`config.mk`:
```
export PLATFORM = sky130hd
export DESIGN_NAME = ssc_regs
export DESIGN_NICKNAME = d
export VERILOG_FILES = /design/src/include/ssc_pkg.sv /design/src/hw/ssc_regs.sv
export VERILOG_INCLUDE_DIRS = /design/src /design/src/include
export SDC_FILE = /design/constraint.sdc
export NUM_CORES = 1
export LEC_CHECK = 0
export ABC_AREA = 1
export CAP_MARGIN = 0
export CORE_MARGIN = 2
export CORE_UTILIZATION = 30
export CTS_CLUSTER_DIAMETER = 150
export DETAILED_ROUTE_END_ITERATION = 6
export DONT_BUFFER_PORTS = 1
export HOLD_SLACK_MARGIN = 0.02
export PLACE_DENSITY = 0.55
export SYNTH_ARGS = -nofsm -noshare
export SYNTH_HDL_FRONTEND = slang
export SYNTH_SLANG_ARGS = --single-unit
```
`constraint.sdc`:
```
create_clock -name i_clk -period 2.7 [get_ports i_clk]
set_clock_uncertainty 0.15 [all_clocks]
set_input_delay 0.405 -clock i_clk [delete_from_list [all_inputs] [get_ports i_clk]]
set_output_delay 0.405 -clock i_clk [all_outputs]
set_load 0.02 [all_outputs]
```
`src/include/ssc_defs.svh`:
```
// Register indices, reset values and field widths of the setup register bank
`ifndef SSC_DEFS_SVH
`define SSC_DEFS_SVH
`define SSC_IDX_TPIX 12'h301
`define SSC_IDX_TSYS 12'h303
`define SSC_IDX_TPRE 12'h304
`define SSC_IDX_OPRE 12'h305
`define SSC_IDX_TMPH 12'h306
`define SSC_IDX_TMPL 12'h307
`define SSC_IDX_OPIX 12'h309
`define SSC_IDX_OSYS 12'h30B
`define SSC_IDX_OMPH 12'h30C
`define SSC_IDX_OMPL 12'h30D
`define SSC_IDX_TRIG 12'h320
`define SSC_IDX_STAT 12'h321
`define SSC_IDX_TDIV 12'h322
`define SSC_IDX_PEN 12'h324
`define SSC_IDX_MODE 12'h32E
`define SSC_IDX_REF 12'h32F
`define SSC_IDX_SPH 12'h330
`define SSC_IDX_SPL 12'h331
`define SSC_IDX_DLH 12'h332
`define SSC_IDX_DLL 12'h333
`define SSC_IDX_ONH 12'h334
`define SSC_IDX_ONL 12'h335
`define SSC_IDX_OFH 12'h336
`define SSC_IDX_OFL 12'h337
`define SSC_IDX_CNT 12'h338
`define SSC_IDX_XEV 12'h381
`define SSC_IDX_YEV 12'h383
`define SSC_RST_TPIX 5'h05
`define SSC_RST_TSYS 2'h1
`define SSC_RST_PRE 8'h02
`define SSC_RST_MPY 11'h075
`define SSC_RST_OPIX 5'h0A
`define SSC_RST_OSYS 2'h1
`define SSC_RST_TDIV 8'h01
`define SSC_RST_SP 16'h0000
`define SSC_RST_DL 16'h0000
`define SSC_RST_ON 16'h0001
`define SSC_RST_OFF 16'h0001
`define SSC_RST_CNT 8'h01
`define SSC_EVEN_STEP 3'h1
`define SSC_MODE_SINGLE 2'h0
`define SSC_MODE_CONT 2'h1
`define SSC_MODE_VCNT 2'h2
`define SSC_SHUTTER_ROLLING 1'b0
`endif

```
`src/include/ssc_pkg.sv`:
```
// Types of the setup register bank
package ssc_pkg;
	typedef enum logic [2:0] {
		SSC_ST_IDLE = 3'b000,
		SSC_ST_WAIT = 3'b001,
		SSC_ST_DELAY = 3'b010,
		SSC_ST_HIGH = 3'b011,
		SSC_ST_LOW = 3'b100
	} ssc_state_t;
endpackage

```
`src/hw/ssc_regs.sv`:
```
// Clock setup and flash strobe register bank with APB slave
`timescale 1ns/10ps
`include "ssc_defs.svh"
module ssc_regs import ssc_pkg::*; (
	input wire logic i_clk,
	input wire logic i_rst_n,
	input wire logic i_psel,
	input wire logic i_penable,
	input wire logic i_pwrite,
	input wire logic [15:0] i_paddr,
	input wire logic [31:0] i_pwdata,
	output logic o_pready,
	output logic [31:0] o_prdata,
	output logic o_pslverr,
	input wire logic i_vsync,
	input wire logic i_exposure_start,
	input wire logic i_readout_start,
	input wire logic [15:0] i_vcnt,
	input wire logic i_shutter_mode,
	output logic [4:0] o_timing_pixel_clock_divider,
	output logic [1:0] o_timing_system_clock_divider,
	output logic [7:0] o_timing_pre_pll_divider,
	output logic [10:0] o_timing_pll_multiplier,
	output logic [4:0] o_output_pixel_clock_divider,
	output logic [1:0] o_output_system_clock_divider,
	output logic [7:0] o_output_pre_pll_divider,
	output logic [10:0] o_output_pll_multiplier,
	output logic o_strobe
);
	// Register storage
	logic [4:0] tpix_r;
	logic [1:0] tsys_r;
	logic [7:0] tpre_r;
	logic [7:0] opre_r;
	logic [10:0] tmpy_r;
	logic [4:0] opix_r;
	logic [1:0] osys_r;
	logic [10:0] ompy_r;
	logic trig_r;
	logic [7:0] tdiv_r;
	logic [1:0] pen_r;
	logic [1:0] mode_r;
	logic ref_r;
	logic [15:0] sp_r;
	logic [15:0] dl_r;
	logic [15:0] on_r;
	logic [15:0] off_r;
	logic [7:0] cnt_r;
	// Pin synchronisers
	logic [2:0] vs_r;
	logic [2:0] ex_r;
	logic [2:0] ro_r;
	// Strobe engine
	ssc_state_t st_r;
	ssc_state_t st_nxt;
	logic [7:0] tick_cnt_r;
	logic [15:0] tcnt_r;
	logic [7:0] pcnt_r;
	logic strobe_nxt;
	// APB decode
	wire [11:0] idx = i_paddr[13:2];
	wire setup = i_psel && !i_penable && !o_pready;
	wire done_acc = i_psel && i_penable && o_pready;
	wire wr = done_acc && i_pwrite;
	wire [7:0] wd = i_pwdata[7:0];
	wire aligned = (i_paddr[1:0] == 2'h0) && (i_paddr[15:14] == 2'h0);
	wire hit_tpix = aligned && (idx == `SSC_IDX_TPIX);
	wire hit_tsys = aligned && (idx == `SSC_IDX_TSYS);
	wire hit_tpre = aligned && (idx == `SSC_IDX_TPRE);
	wire hit_opre = aligned && (idx == `SSC_IDX_OPRE);
	wire hit_tmph = aligned && (idx == `SSC_IDX_TMPH);
	wire hit_tmpl = aligned && (idx == `SSC_IDX_TMPL);
	wire hit_opix = aligned && (idx == `SSC_IDX_OPIX);
	wire hit_osys = aligned && (idx == `SSC_IDX_OSYS);
	wire hit_omph = aligned && (idx == `SSC_IDX_OMPH);
	wire hit_ompl = aligned && (idx == `SSC_IDX_OMPL);
	wire hit_trig = aligned && (idx == `SSC_IDX_TRIG);
	wire hit_stat = aligned && (idx == `SSC_IDX_STAT);
	wire hit_tdiv = aligned && (idx == `SSC_IDX_TDIV);
	wire hit_pen = aligned && (idx == `SSC_IDX_PEN);
	wire hit_mode = aligned && (idx == `SSC_IDX_MODE);
	wire hit_ref = aligned && (idx == `SSC_IDX_REF);
	wire hit_sph = aligned && (idx == `SSC_IDX_SPH);
	wire hit_spl = aligned && (idx == `SSC_IDX_SPL);
	wire hit_dlh = aligned && (idx == `SSC_IDX_DLH);
	wire hit_dll = aligned && (idx == `SSC_IDX_DLL);
	wire hit_onh = aligned && (idx == `SSC_IDX_ONH);
	wire hit_onl = aligned && (idx == `SSC_IDX_ONL);
	wire hit_ofh = aligned && (idx == `SSC_IDX_OFH);
	wire hit_ofl = aligned && (idx == `SSC_IDX_OFL);
	wire hit_cnt = aligned && (idx == `SSC_IDX_CNT);
	wire hit_xev = aligned && (idx == `SSC_IDX_XEV);
	wire hit_yev = aligned && (idx == `SSC_IDX_YEV);
	wire busy = (st_r != SSC_ST_IDLE);
	// Read mux
	wire [7:0] rd_byte =
		hit_tpix ? {3'h0, tpix_r} :
		hit_tsys ? {6'h00, tsys_r} :
		hit_tpre ? tpre_r :
		hit_opre ? opre_r :
		hit_tmph ? {5'h00, tmpy_r[10:8]} :
		hit_tmpl ? tmpy_r[7:0] :
		hit_opix ? {3'h0, opix_r} :
		hit_osys ? {6'h00, osys_r} :
		hit_omph ? {5'h00, ompy_r[10:8]} :
		hit_ompl ? ompy_r[7:0] :
		hit_trig ? {7'h00, trig_r} :
		hit_stat ? {7'h00, busy} :
		hit_tdiv ? tdiv_r :
		hit_pen ? {7'h00, pen_r[0]} :
		hit_mode ? {6'h00, mode_r} :
		hit_ref ? {7'h00, ref_r} :
		hit_sph ? sp_r[15:8] :
		hit_spl ? sp_r[7:0] :
		hit_dlh ? dl_r[15:8] :
		hit_dll ? dl_r[7:0] :
		hit_onh ? on_r[15:8] :
		hit_onl ? on_r[7:0] :
		hit_ofh ? off_r[15:8] :
		hit_ofl ? off_r[7:0] :
		hit_cnt ? cnt_r :
		(hit_xev || hit_yev) ? {5'h00, `SSC_EVEN_STEP} :
		8'h00;
	wire mapped = hit_tpix || hit_tsys || hit_tpre || hit_opre || hit_tmph || hit_tmpl || hit_opix
		|| hit_osys || hit_omph || hit_ompl || hit_trig || hit_stat || hit_tdiv || hit_pen || hit_mode
		|| hit_ref || hit_sph || hit_spl || hit_dlh || hit_dll || hit_onh || hit_onl || hit_ofh
		|| hit_ofl || hit_cnt || hit_xev || hit_yev;
	// Pin edges, read only after the second flop
	wire vs_rise = vs_r[1] && !vs_r[2];
	wire ex_rise = ex_r[1] && !ex_r[2];
	wire ro_rise = ro_r[1] && !ro_r[2];
	// Strobe timing
	wire tick = ({1'b0, tick_cnt_r} + 9'h001) >= {1'b0, tdiv_r};
	wire rolling = (i_shutter_mode == `SSC_SHUTTER_ROLLING);
	wire shutter_ev = ref_r ? ro_rise : ex_rise;
	wire ref_ev = (mode_r == `SSC_MODE_VCNT) ? (i_vcnt == sp_r) : shutter_ev;
	wire start = wr && hit_trig && wd[0] && pen_r[0] && rolling;
	wire last_pulse = ({1'b0, pcnt_r} + 9'h001) >= {1'b0, cnt_r};
	wire seq_end = (st_r == SSC_ST_HIGH) && (tcnt_r >= on_r) && last_pulse;
	wire again = (mode_r == `SSC_MODE_CONT) && trig_r;
	always_comb begin
		st_nxt = st_r;
		case (st_r)
			SSC_ST_IDLE: begin
				if (start) begin
					st_nxt = SSC_ST_WAIT;
				end
			end
			SSC_ST_WAIT: begin
				if (ref_ev) begin
					st_nxt = SSC_ST_DELAY;
				end
			end
			SSC_ST_DELAY: begin
				if (tcnt_r >= dl_r) begin
					st_nxt = SSC_ST_HIGH;
				end
			end
			SSC_ST_HIGH: begin
				if (tcnt_r >= on_r) begin
					st_nxt = last_pulse ? (again ? SSC_ST_WAIT : SSC_ST_IDLE) : SSC_ST_LOW;
				end
			end
			SSC_ST_LOW: begin
				if (tcnt_r >= off_r) begin
					st_nxt = SSC_ST_HIGH;
				end
			end
			default: begin
				st_nxt = SSC_ST_IDLE;
			end
		endcase
		if (!rolling || !pen_r[0]) begin
			st_nxt = SSC_ST_IDLE;
		end
	end
	assign strobe_nxt = (st_nxt == SSC_ST_HIGH) && pen_r[0] && rolling;
	// APB answer, no wait states
	always_ff @(posedge i_clk) begin
		if (!i_rst_n) begin
			o_pready <= 1'b0;
			o_prdata <= 32'h0000_0000;
			o_pslverr <= 1'b0;
		end else begin
			o_pready <= setup;
			o_prdata <= (setup && !i_pwrite) ? {24'h00_0000, rd_byte} : 32'h0000_0000;
			o_pslverr <= setup && !mapped;
		end
	end
	// Software writes
	always_ff @(posedge i_clk) begin
		if (!i_rst_n) begin
			tpix_r <= `SSC_RST_TPIX;
			tsys_r <= `SSC_RST_TSYS;
			tpre_r <= `SSC_RST_PRE;
			opre_r <= `SSC_RST_PRE;
			tmpy_r <= `SSC_RST_MPY;
			opix_r <= `SSC_RST_OPIX;
			osys_r <= `SSC_RST_OSYS;
			ompy_r <= `SSC_RST_MPY;
			tdiv_r <= `SSC_RST_TDIV;
			pen_r <= 2'h0;
			mode_r <= `SSC_MODE_SINGLE;
			ref_r <= 1'b0;
			sp_r <= `SSC_RST_SP;
			dl_r <= `SSC_RST_DL;
			on_r <= `SSC_RST_ON;
			off_r <= `SSC_RST_OFF;
			cnt_r <= `SSC_RST_CNT;
		end else if (wr) begin
			if (hit_tpix) tpix_r <= wd[4:0];
			if (hit_tsys) tsys_r <= wd[1:0];
			if (hit_tpre) tpre_r <= wd;
			if (hit_opre) opre_r <= wd;
			if (hit_tmph) tmpy_r[10:8] <= wd[2:0];
			if (hit_tmpl) tmpy_r[7:0] <= wd;
			if (hit_opix) opix_r <= wd[4:0];
			if (hit_osys) osys_r <= wd[1:0];
			if (hit_omph) ompy_r[10:8] <= wd[2:0];
			if (hit_ompl) ompy_r[7:0] <= wd;
			if (hit_tdiv) tdiv_r <= wd;
			if (hit_pen) pen_r <= {1'b0, wd[0]};
			if (hit_mode) mode_r <= wd[1:0];
			if (hit_ref) ref_r <= wd[0];
			if (hit_sph) sp_r[15:8] <= wd;
			if (hit_spl) sp_r[7:0] <= wd;
			if (hit_dlh) dl_r[15:8] <= wd;
			if (hit_dll) dl_r[7:0] <= wd;
			if (hit_onh) on_r[15:8] <= wd;
			if (hit_onl) on_r[7:0] <= wd;
			if (hit_ofh) off_r[15:8] <= wd;
			if (hit_ofl) off_r[7:0] <= wd;
			if (hit_cnt) cnt_r <= wd;
		end
	end
	// Trigger bit: software write wins over end-of-sequence clear
	always_ff @(posedge i_clk) begin
		if (!i_rst_n) begin
			trig_r <= 1'b0;
		end else if (wr && hit_trig) begin
			trig_r <= wd[0];
		end else if (seq_end && !again) begin
			trig_r <= 1'b0;
		end
	end
	// Synchronisers
	always_ff @(posedge i_clk) begin
		if (!i_rst_n) begin
			vs_r <= 3'h0;
			ex_r <= 3'h0;
			ro_r <= 3'h0;
		end else begin
			vs_r <= {vs_r[1:0], i_vsync};
			ex_r <= {ex_r[1:0], i_exposure_start};
			ro_r <= {ro_r[1:0], i_readout_start};
		end
	end
	// Clock settings out; PLL side retimed at vertical sync
	always_ff @(posedge i_clk) begin
		if (!i_rst_n) begin
			o_timing_pixel_clock_divider <= `SSC_RST_TPIX;
			o_timing_system_clock_divider <= `SSC_RST_TSYS;
			o_output_pixel_clock_divider <= `SSC_RST_OPIX;
			o_output_system_clock_divider <= `SSC_RST_OSYS;
			o_timing_pre_pll_divider <= `SSC_RST_PRE;
			o_output_pre_pll_divider <= `SSC_RST_PRE;
			o_timing_pll_multiplier <= `SSC_RST_MPY;
			o_output_pll_multiplier <= `SSC_RST_MPY;
		end else begin
			o_timing_pixel_clock_divider <= tpix_r;
			o_timing_system_clock_divider <= tsys_r;
			o_output_pixel_clock_divider <= opix_r;
			o_output_system_clock_divider <= osys_r;
			if (vs_rise) begin
				o_timing_pre_pll_divider <= tpre_r;
				o_output_pre_pll_divider <= opre_r;
				o_timing_pll_multiplier <= tmpy_r;
				o_output_pll_multiplier <= ompy_r;
			end
		end
	end
	// Strobe engine
	always_ff @(posedge i_clk) begin
		if (!i_rst_n) begin
			st_r <= SSC_ST_IDLE;
			tick_cnt_r <= 8'h00;
			tcnt_r <= 16'h0000;
			pcnt_r <= 8'h00;
			o_strobe <= 1'b0;
		end else begin
			st_r <= st_nxt;
			o_strobe <= strobe_nxt;
			tick_cnt_r <= (tick || st_nxt != st_r) ? 8'h00 : tick_cnt_r + 8'h01;
			if (st_nxt != st_r) begin
				tcnt_r <= 16'h0000;
			end else if (tick && tcnt_r != 16'hFFFF) begin
				tcnt_r <= tcnt_r + 16'h0001;
			end
			if (st_nxt == SSC_ST_IDLE || st_nxt == SSC_ST_WAIT) begin
				pcnt_r <= 8'h00;
			end else if (st_r == SSC_ST_HIGH && st_nxt == SSC_ST_LOW) begin
				pcnt_r <= pcnt_r + 8'h01;
			end
		end
	end
endmodule

```
Yosys cells after proc, flatten, opt, wreduce, memory -nomap -nowiden
Cells that the tools add are included.
Widths: inputs -> output; s select.

cells by class
  muxes and demuxes = 39
  equal/unequal tests = 39
  $add $sub $neg = 5
  divide/modulo/power cells = 0
  multipliers = 0
  shifts and indexed selects = 0
  reduce and logical (&&, ||, !) cells = 123
  magnitude comparators = 5
  bitwise operators = 3

operator list
  cell                   count
  $eq 12x10->1 const B   27
  $mux 8                 25
  $logic_and 1x1->1      50
  $ge 16x16->1           3
  $reduce_and 2->1       24
  $logic_or 1x1->1       30
  $mux 3                 7
  $add 8x1->9 const B    2
  $ge 9x8->1             2
  $add 16x1->16 const B  1
  $add 8x1->8 const B    2
  $eq 16x16->1           1
  $ne 16x16->1 const B   1
  $pmux 3 s5             1
  $eq 3x2->1 const B     3
  $logic_not 1->1        9
  $eq 3x1->1 const B     2
  $eq 3x3->1 const B     2
  $logic_not 3->1        2
  $mux 1                 6
  $reduce_or 2->1        3
  $logic_not 2->1        2
  $reduce_or 4->1        1
  $ne 3x3->1             1
  other kinds (5)        7

word-level totals
  input port bits = 73
  bits in latches = 0
  bits in read-only memories = 0
  output and inout port bits = 87
  logic and storage cells = 259
  bits in registers = 268
  memory bits (writable) = 0
  memories = 0

Logic depth before layout (Yosys ltp)
  depth after elaboration = 31
  mapped depth = 33
  depth with buffers taken out = 33

Worst setup path after synthesis
No wires, ideal clock.

  kind = reg-to-reg
  start = register pcnt_r[0]
  end = register tcnt_r[13]
  arrival = 2708 ps
  required time = 2432 ps
  buffers on the path = 1
  setup slack = -275 ps
  clock period less this slack = 2975 ps
  setup time = 118 ps
  cell stages (with the launch flop) = 22
  path through = dfxtp_1 ha_1 ha_1 a21boi_1 o21a_1 o21a_1 o21a_1 o21ai_1 a21oi_1 o21ai_1 nand2_1 nand2_1 nand2_1 nand4_1 nand3_1 nand2_1 nand2_1 nand2_1 nor2_1 nand2_1 buf_2 nor3_1

between the ends
  cells in the longest elaborated chain, start to end = 8

ends and longest elaborated chain
  what                       RTL line         source
  start: declaration         ssc_regs.sv:58   logic [7:0] pcnt_r;
  start signal: assignment   ssc_regs.sv:302  pcnt_r <= pcnt_r + 8'h01;
  $add 8x1->9                ssc_regs.sv:138  wire last_pulse = ({1'b0, pcnt_r} + 9'h001) >= {1'b0, cnt_r};
  $ge 9x8->1                 ssc_regs.sv:138
  $mux 3                     ssc_regs.sv:161  st_nxt = last_pulse ? (again ? SSC_ST_WAIT : SSC_ST_IDLE) : SSC_ST_LOW;
  $mux 3                     ssc_regs.sv:160  if (tcnt_r >= on_r) begin
  $pmux 3 s5                 ssc_regs.sv:143  case (st_r)
  $mux 3                     ssc_regs.sv:173  if (!rolling || !pen_r[0]) begin
  $ne 3x3->1                 ssc_regs.sv:294  if (st_nxt != st_r) begin
  $reduce_or 2->1 (no line)  --
  end signal: assignment     ssc_regs.sv:297  tcnt_r <= tcnt_r + 16'h0001;
  end: declaration           ssc_regs.sv:57   logic [15:0] tcnt_r;

No other way between the ends.
A chain may end at the register's enable or synchronous reset.

Worst setup path after layout
  start = register tcnt_r[0]
  end = register tick_cnt_r[6]

between the ends
  cells in the longest elaborated chain, start to end = 7
  elaborated cells on any way between the ends = 11
  classes of those cells = order compare: 3; eq/ne: 1; mux: 5; reduce/logical: 2

ends and longest elaborated chain
  what                                    RTL line                                           source
  $ge 16x16->1, on equally long branches  ssc_regs.sv:165, ssc_regs.sv:155, ssc_regs.sv:160
  $mux 3, on equally long branches        ssc_regs.sv:165, ssc_regs.sv:155, ssc_regs.sv:160
  $pmux 3 s5 (*)                          ssc_regs.sv:143
  $mux 3 (*)                              ssc_regs.sv:173
  $ne 3x3->1 (*)                          ssc_regs.sv:293                                    tick_cnt_r <= (tick || st_nxt != st_r) ? 8'h00 : tick_cnt_r + 8'h01;
  $logic_or 1x1->1 (*)                    ssc_regs.sv:293
  $reduce_or 2->1 (no line) (*)           --
  end signal: assignment                  ssc_regs.sv:293
  end: declaration                        ssc_regs.sv:56                                     logic [7:0] tick_cnt_r;

Mark *: on every way between the ends. The rest lies on a longest branch, timed or not.

==> summary.md <==
| Metric | Value |
|---|---|
| CTS Root Cell | `clkbuf_16` |
| Post-synth top area share | `0.404` |
| Clock Latency Late Sink | `0.54 ns` |
| Worst R2R Start | `tcnt_r[0]$_SDFFE_PP0P_` |
| Clock share of power | `0.485` |
| Reg2reg end | `tick_cnt_r[6]$_SDFF_PP0_` |
| Drt pass-1 iters | `5` |
| Gr usage total | `0.208` |
| Die height | `205 um` |
| Worst path slowest cell | `dfxtp_2` |
| Most frequent cell on the critical path | `nand2_1` |
| Worst R2R Setup Slack | `-0.49 ns` |
| Yosys cell types | `52` |
| Setup tns final | `-12.61 ns` |
| I/O Buffers | `0` |
| Initial antenna violation count | `2` |
| First-pass GRT wire length | `66900 um` |
| DRC errors left | `0` |
| Cell with the most instances after synthesis | `inv_1` |
| Fin. Hold Viols | `0` |
| Internal Power | `0.00621 W` |
| Area after DPL | `0.0139 mm^2` |
| Vias per cell | `4.95` |
| Total grt overflow | `0` |
| Setup violations, final | `35` |
| Initial Util | `0.304` |
| Final worst setup slack | `-0.494 ns` |
| Max Cap Viol | `0` |
| Hold path depth | `4` |
| Synth Instances | `1648` |
| Vias in the first global route | `11526` |
| Hold_ws | `0.0363 ns` |
| Post-synth top cells | `265 x inv_1, 244 x dfxtp_1, 221 x nand2_1` |
| Register area share after synthesis | `0.404` |
| H-tree levels | `1` |
| WP buf/inv | `4` |
| Util after Layout | `0.396` |
| Clock transition at path regs | `0.07 ns` |
| Area Growth Syn to Fin | `30.0%` |
| Wirelength per Cell | `18.4 um` |
| Crit path kind | `flip-flop to flip-flop` |
| CP delay by family, top | `simple AND/OR/NAND/NOR gates` |
| Average size of a mapped cell | `7.34 um^2` |
| Switch share | `0.238` |
| Rows | `73` |
| Share of power burned in registers | `0.454` |
| Deepest clock path buffer count | `3` |
| RSZ-0062 raised after global routing | `yes` |
| Iter 0 DRT Violations | `776` |
| Detailed Route WL | `44100 um` |
| CP Launch Type | `flip-flop` |
| Slowest stage delay, CP | `0.34 ns` |
| Width of the die | `205 um` |
| Hpwl dp | `31800 um` |
| HP Start | `i_psel` |
| Failing checks | `setup timing` |
| CP Max Fanout | `8` |
| Hold Path Sink | `o_pready$_SDFF_PN0_` |
| EDFF count, synth | `0` |
| Rel. slew slack | `0.380` |
| Post-synth top area cell | `dfxtp_1` |
| Max rail drop VDD | `0.000440 V` |
| CP Data Arrival Time | `3.52 ns` |
| GPL Wtd Cong | `0.945` |
| Switching power | `0.00194 W` |
| CTS tree | `done` |
| Gate power share | `0.061` |
| Core area | `0.0397 mm^2` |
| Clock tree sinks | `244` |
| Worst-margin pin slew | `0.927 ns` |
| Pleak | `6.72 nW` |
| Critical Path Sink Type | `flip-flop` |
| Prevailing post-synth register cell | `dfxtp_1` |
| Final instance area | `0.0157 mm^2` |
| Post-synthesis register bit count | `244` |
| Final net count | `1993` |
| Finished Layout Cells | `2399` |
| Critical Path, Cell by Cell | `inv_2 > buf_6 > ha_4 > o21ai_2 > a21boi_1 > o21ai_1 > nand2_1 > nand2_1 > nand2_1 > nand2_1 > nand2_1 > a21oi_2 > o211ai_1 > nand2_1 > o2111ai_4 > nand2_2 > nand3_4 > nand3_1 > and3_4 > buf_6 > nand4_1 > buf_6 > nor2_1` |
| HP Class | `input pin to flip-flop` |
| Fmax | `313 MHz` |
| ANT nets after route | `0` |
| DP Cell Count | `2294` |
| Ys Warns | `0` |
| P per Cell Area | `519 mW/mm^2` |
| Status | `finished with violations` |
| Synth top area cells | `dfxtp_1 40%, o21ai_0 8.4%, inv_1 8.2%` |
| DIE AREA | `0.0419 mm^2` |
| Pins Over Slew Limit | `0` |
| Worst path required time | `3.03 ns` |
| Num ports | `160` |
| FFs w/ async S/R, synth | `0` |
| TritonCTS Buffers | `27` |
| Mapped Area | `0.0121 mm^2` |
| DR vias | `11880` |
| Final Critical Period | `3.19 ns` |
| Largest net degree at the start of global routing | `166` |
| FF-to-FF path depth | `23` |
| Layout cell share with drive strength beyond 1 | `0.186` |
| Final worst path period share | `1.18` |
worst max-delay path by stage:
stage / start / to / slack, ns / cells past startpoint
final: tcnt_r[0]$_SDFFE_PP0P_ / tick_cnt_r[6]$_SDFF_PP0_ / -0.49 / 23
after global routing: pcnt_r[1]$_SDFFE_PP0P_ / tick_cnt_r[6]$_SDFF_PP0_ / -0.69 / 21
after CTS: tcnt_r[0]$_SDFFE_PP0P_ / tick_cnt_r[7]$_SDFF_PP0_ / -0.42 / 23
after detailed placement: tcnt_r[0]$_SDFFE_PP0P_ / tcnt_r[15]$_SDFFE_PP0P_ / -0.75 / 22
after global placement: tcnt_r[0]$_SDFFE_PP0P_ / tcnt_r[14]$_SDFFE_PP0P_ / -0.74 / 22
after floorplan: pcnt_r[0]$_SDFFE_PP0P_ / tcnt_r[13]$_SDFFE_PP0P_ / -0.13 / 21
layout by cell type, fill, tap and decap left out, types with 31 or more instances in the layout:
master,instances
a21oi_1,181
buf_4,187
dfxtp_1,240
dlygate4sd3_1,37
ha_1,63
inv_1,260
nand2_1,209
nand3_1,31
nor2_1,115
o211ai_1,31
o21ai_0,192
final cells by class:
type | count | area (um^2)
diodes | 2 | 5.00
clock buffers | 33 | 728
clock inverters | 15 | 211
fillers | 4133 | 24000
inverters | 276 | 1040
multi-input cells | 1066 | 6210
flip-flops and latches | 244 | 4890
well taps | 525 | 657
repair buffers | 238 | 1970
logic make-up after synthesis:
kind of cell	count (synthesis)	synth area share
compound gates	501	0.231
simple gates	451	0.158
buf+inv	361	0.120
flops	244	0.404
fa+ha+maj	67	0.0693
xor+xnor	23	0.0167
other cells	1	0.000310
metal layers:
layer  global-route usage  wire, um  share of wire  up-vias
met4               0.0890      1800          0.041        0
met3               0.0374      2610          0.059       95
met1                0.257     18700           0.42     5593
met2                0.354     21000           0.48      353
met5                    0         0              0        -
li1                     -         -              -     5839
repair_timing:
| action | in CTS | in global routing |
|---|---|---|
| buffers inserted | 18 | 4 |
| endpoints found under the setup margin | 36 | 44 |
| pin swaps | 25 | 12 |
| gates cloned | 1 | 0 |
| resized for setup | 61 | 41 |
| hold buffers | 38 | 0 |
| hold endpoints to repair | 199 | 0 |
sequential cells by signal (all words and copies together), names as in the netlist, 5 cells and up:
name                          flops
opix_r                            5
o_output_pll_multiplier          11
o_output_pre_pll_divider          8
o_timing_pll_multiplier          11
pcnt_r                            8
tmpy_r                           11
opre_r                            8
o_timing_pixel_clock_divider      5
on_r                             16
tdiv_r                            8
dl_r                             16
cnt_r                             8
off_r                            16
o_output_pixel_clock_divider      5
o_prdata                          8
sp_r                             16
o_timing_pre_pll_divider          8
tpix_r                            5
tick_cnt_r                        8
tpre_r                            8
tcnt_r                           16
ompy_r                           11
worst min-delay path, delay by kind of cell:
| family | cells | cell delay (ns) |
|---|---|---|
| buffers and inverters | 2 | 0.14 |
| AND/OR/NAND/NOR | 2 | 0.12 |
power by group through the flow:
stage	registers, W	logic (W)	clock network (W)
3_3_place_gp	0.00378	0.000343	0
2_1_floorplan	0.00377	0.000281	0
5_1_grt	0.00370	0.000545	0.00416
4_1_cts	0.00370	0.000489	0.00403
3_5_place_dp	0.00378	0.000347	0
6_report	0.00370	0.000501	0.00395
stage by stage:
step / power, W / setup WS (ns)
after global routing: 0.00840 / -0.686
final: 0.00815 / -0.494
after detailed placement: 0.00413 / -0.747
after global placement: 0.00412 / -0.741
after floorplan: 0.00405 / -0.128
after CTS: 0.00822 / -0.416
(Power assumes the default switching activity.)
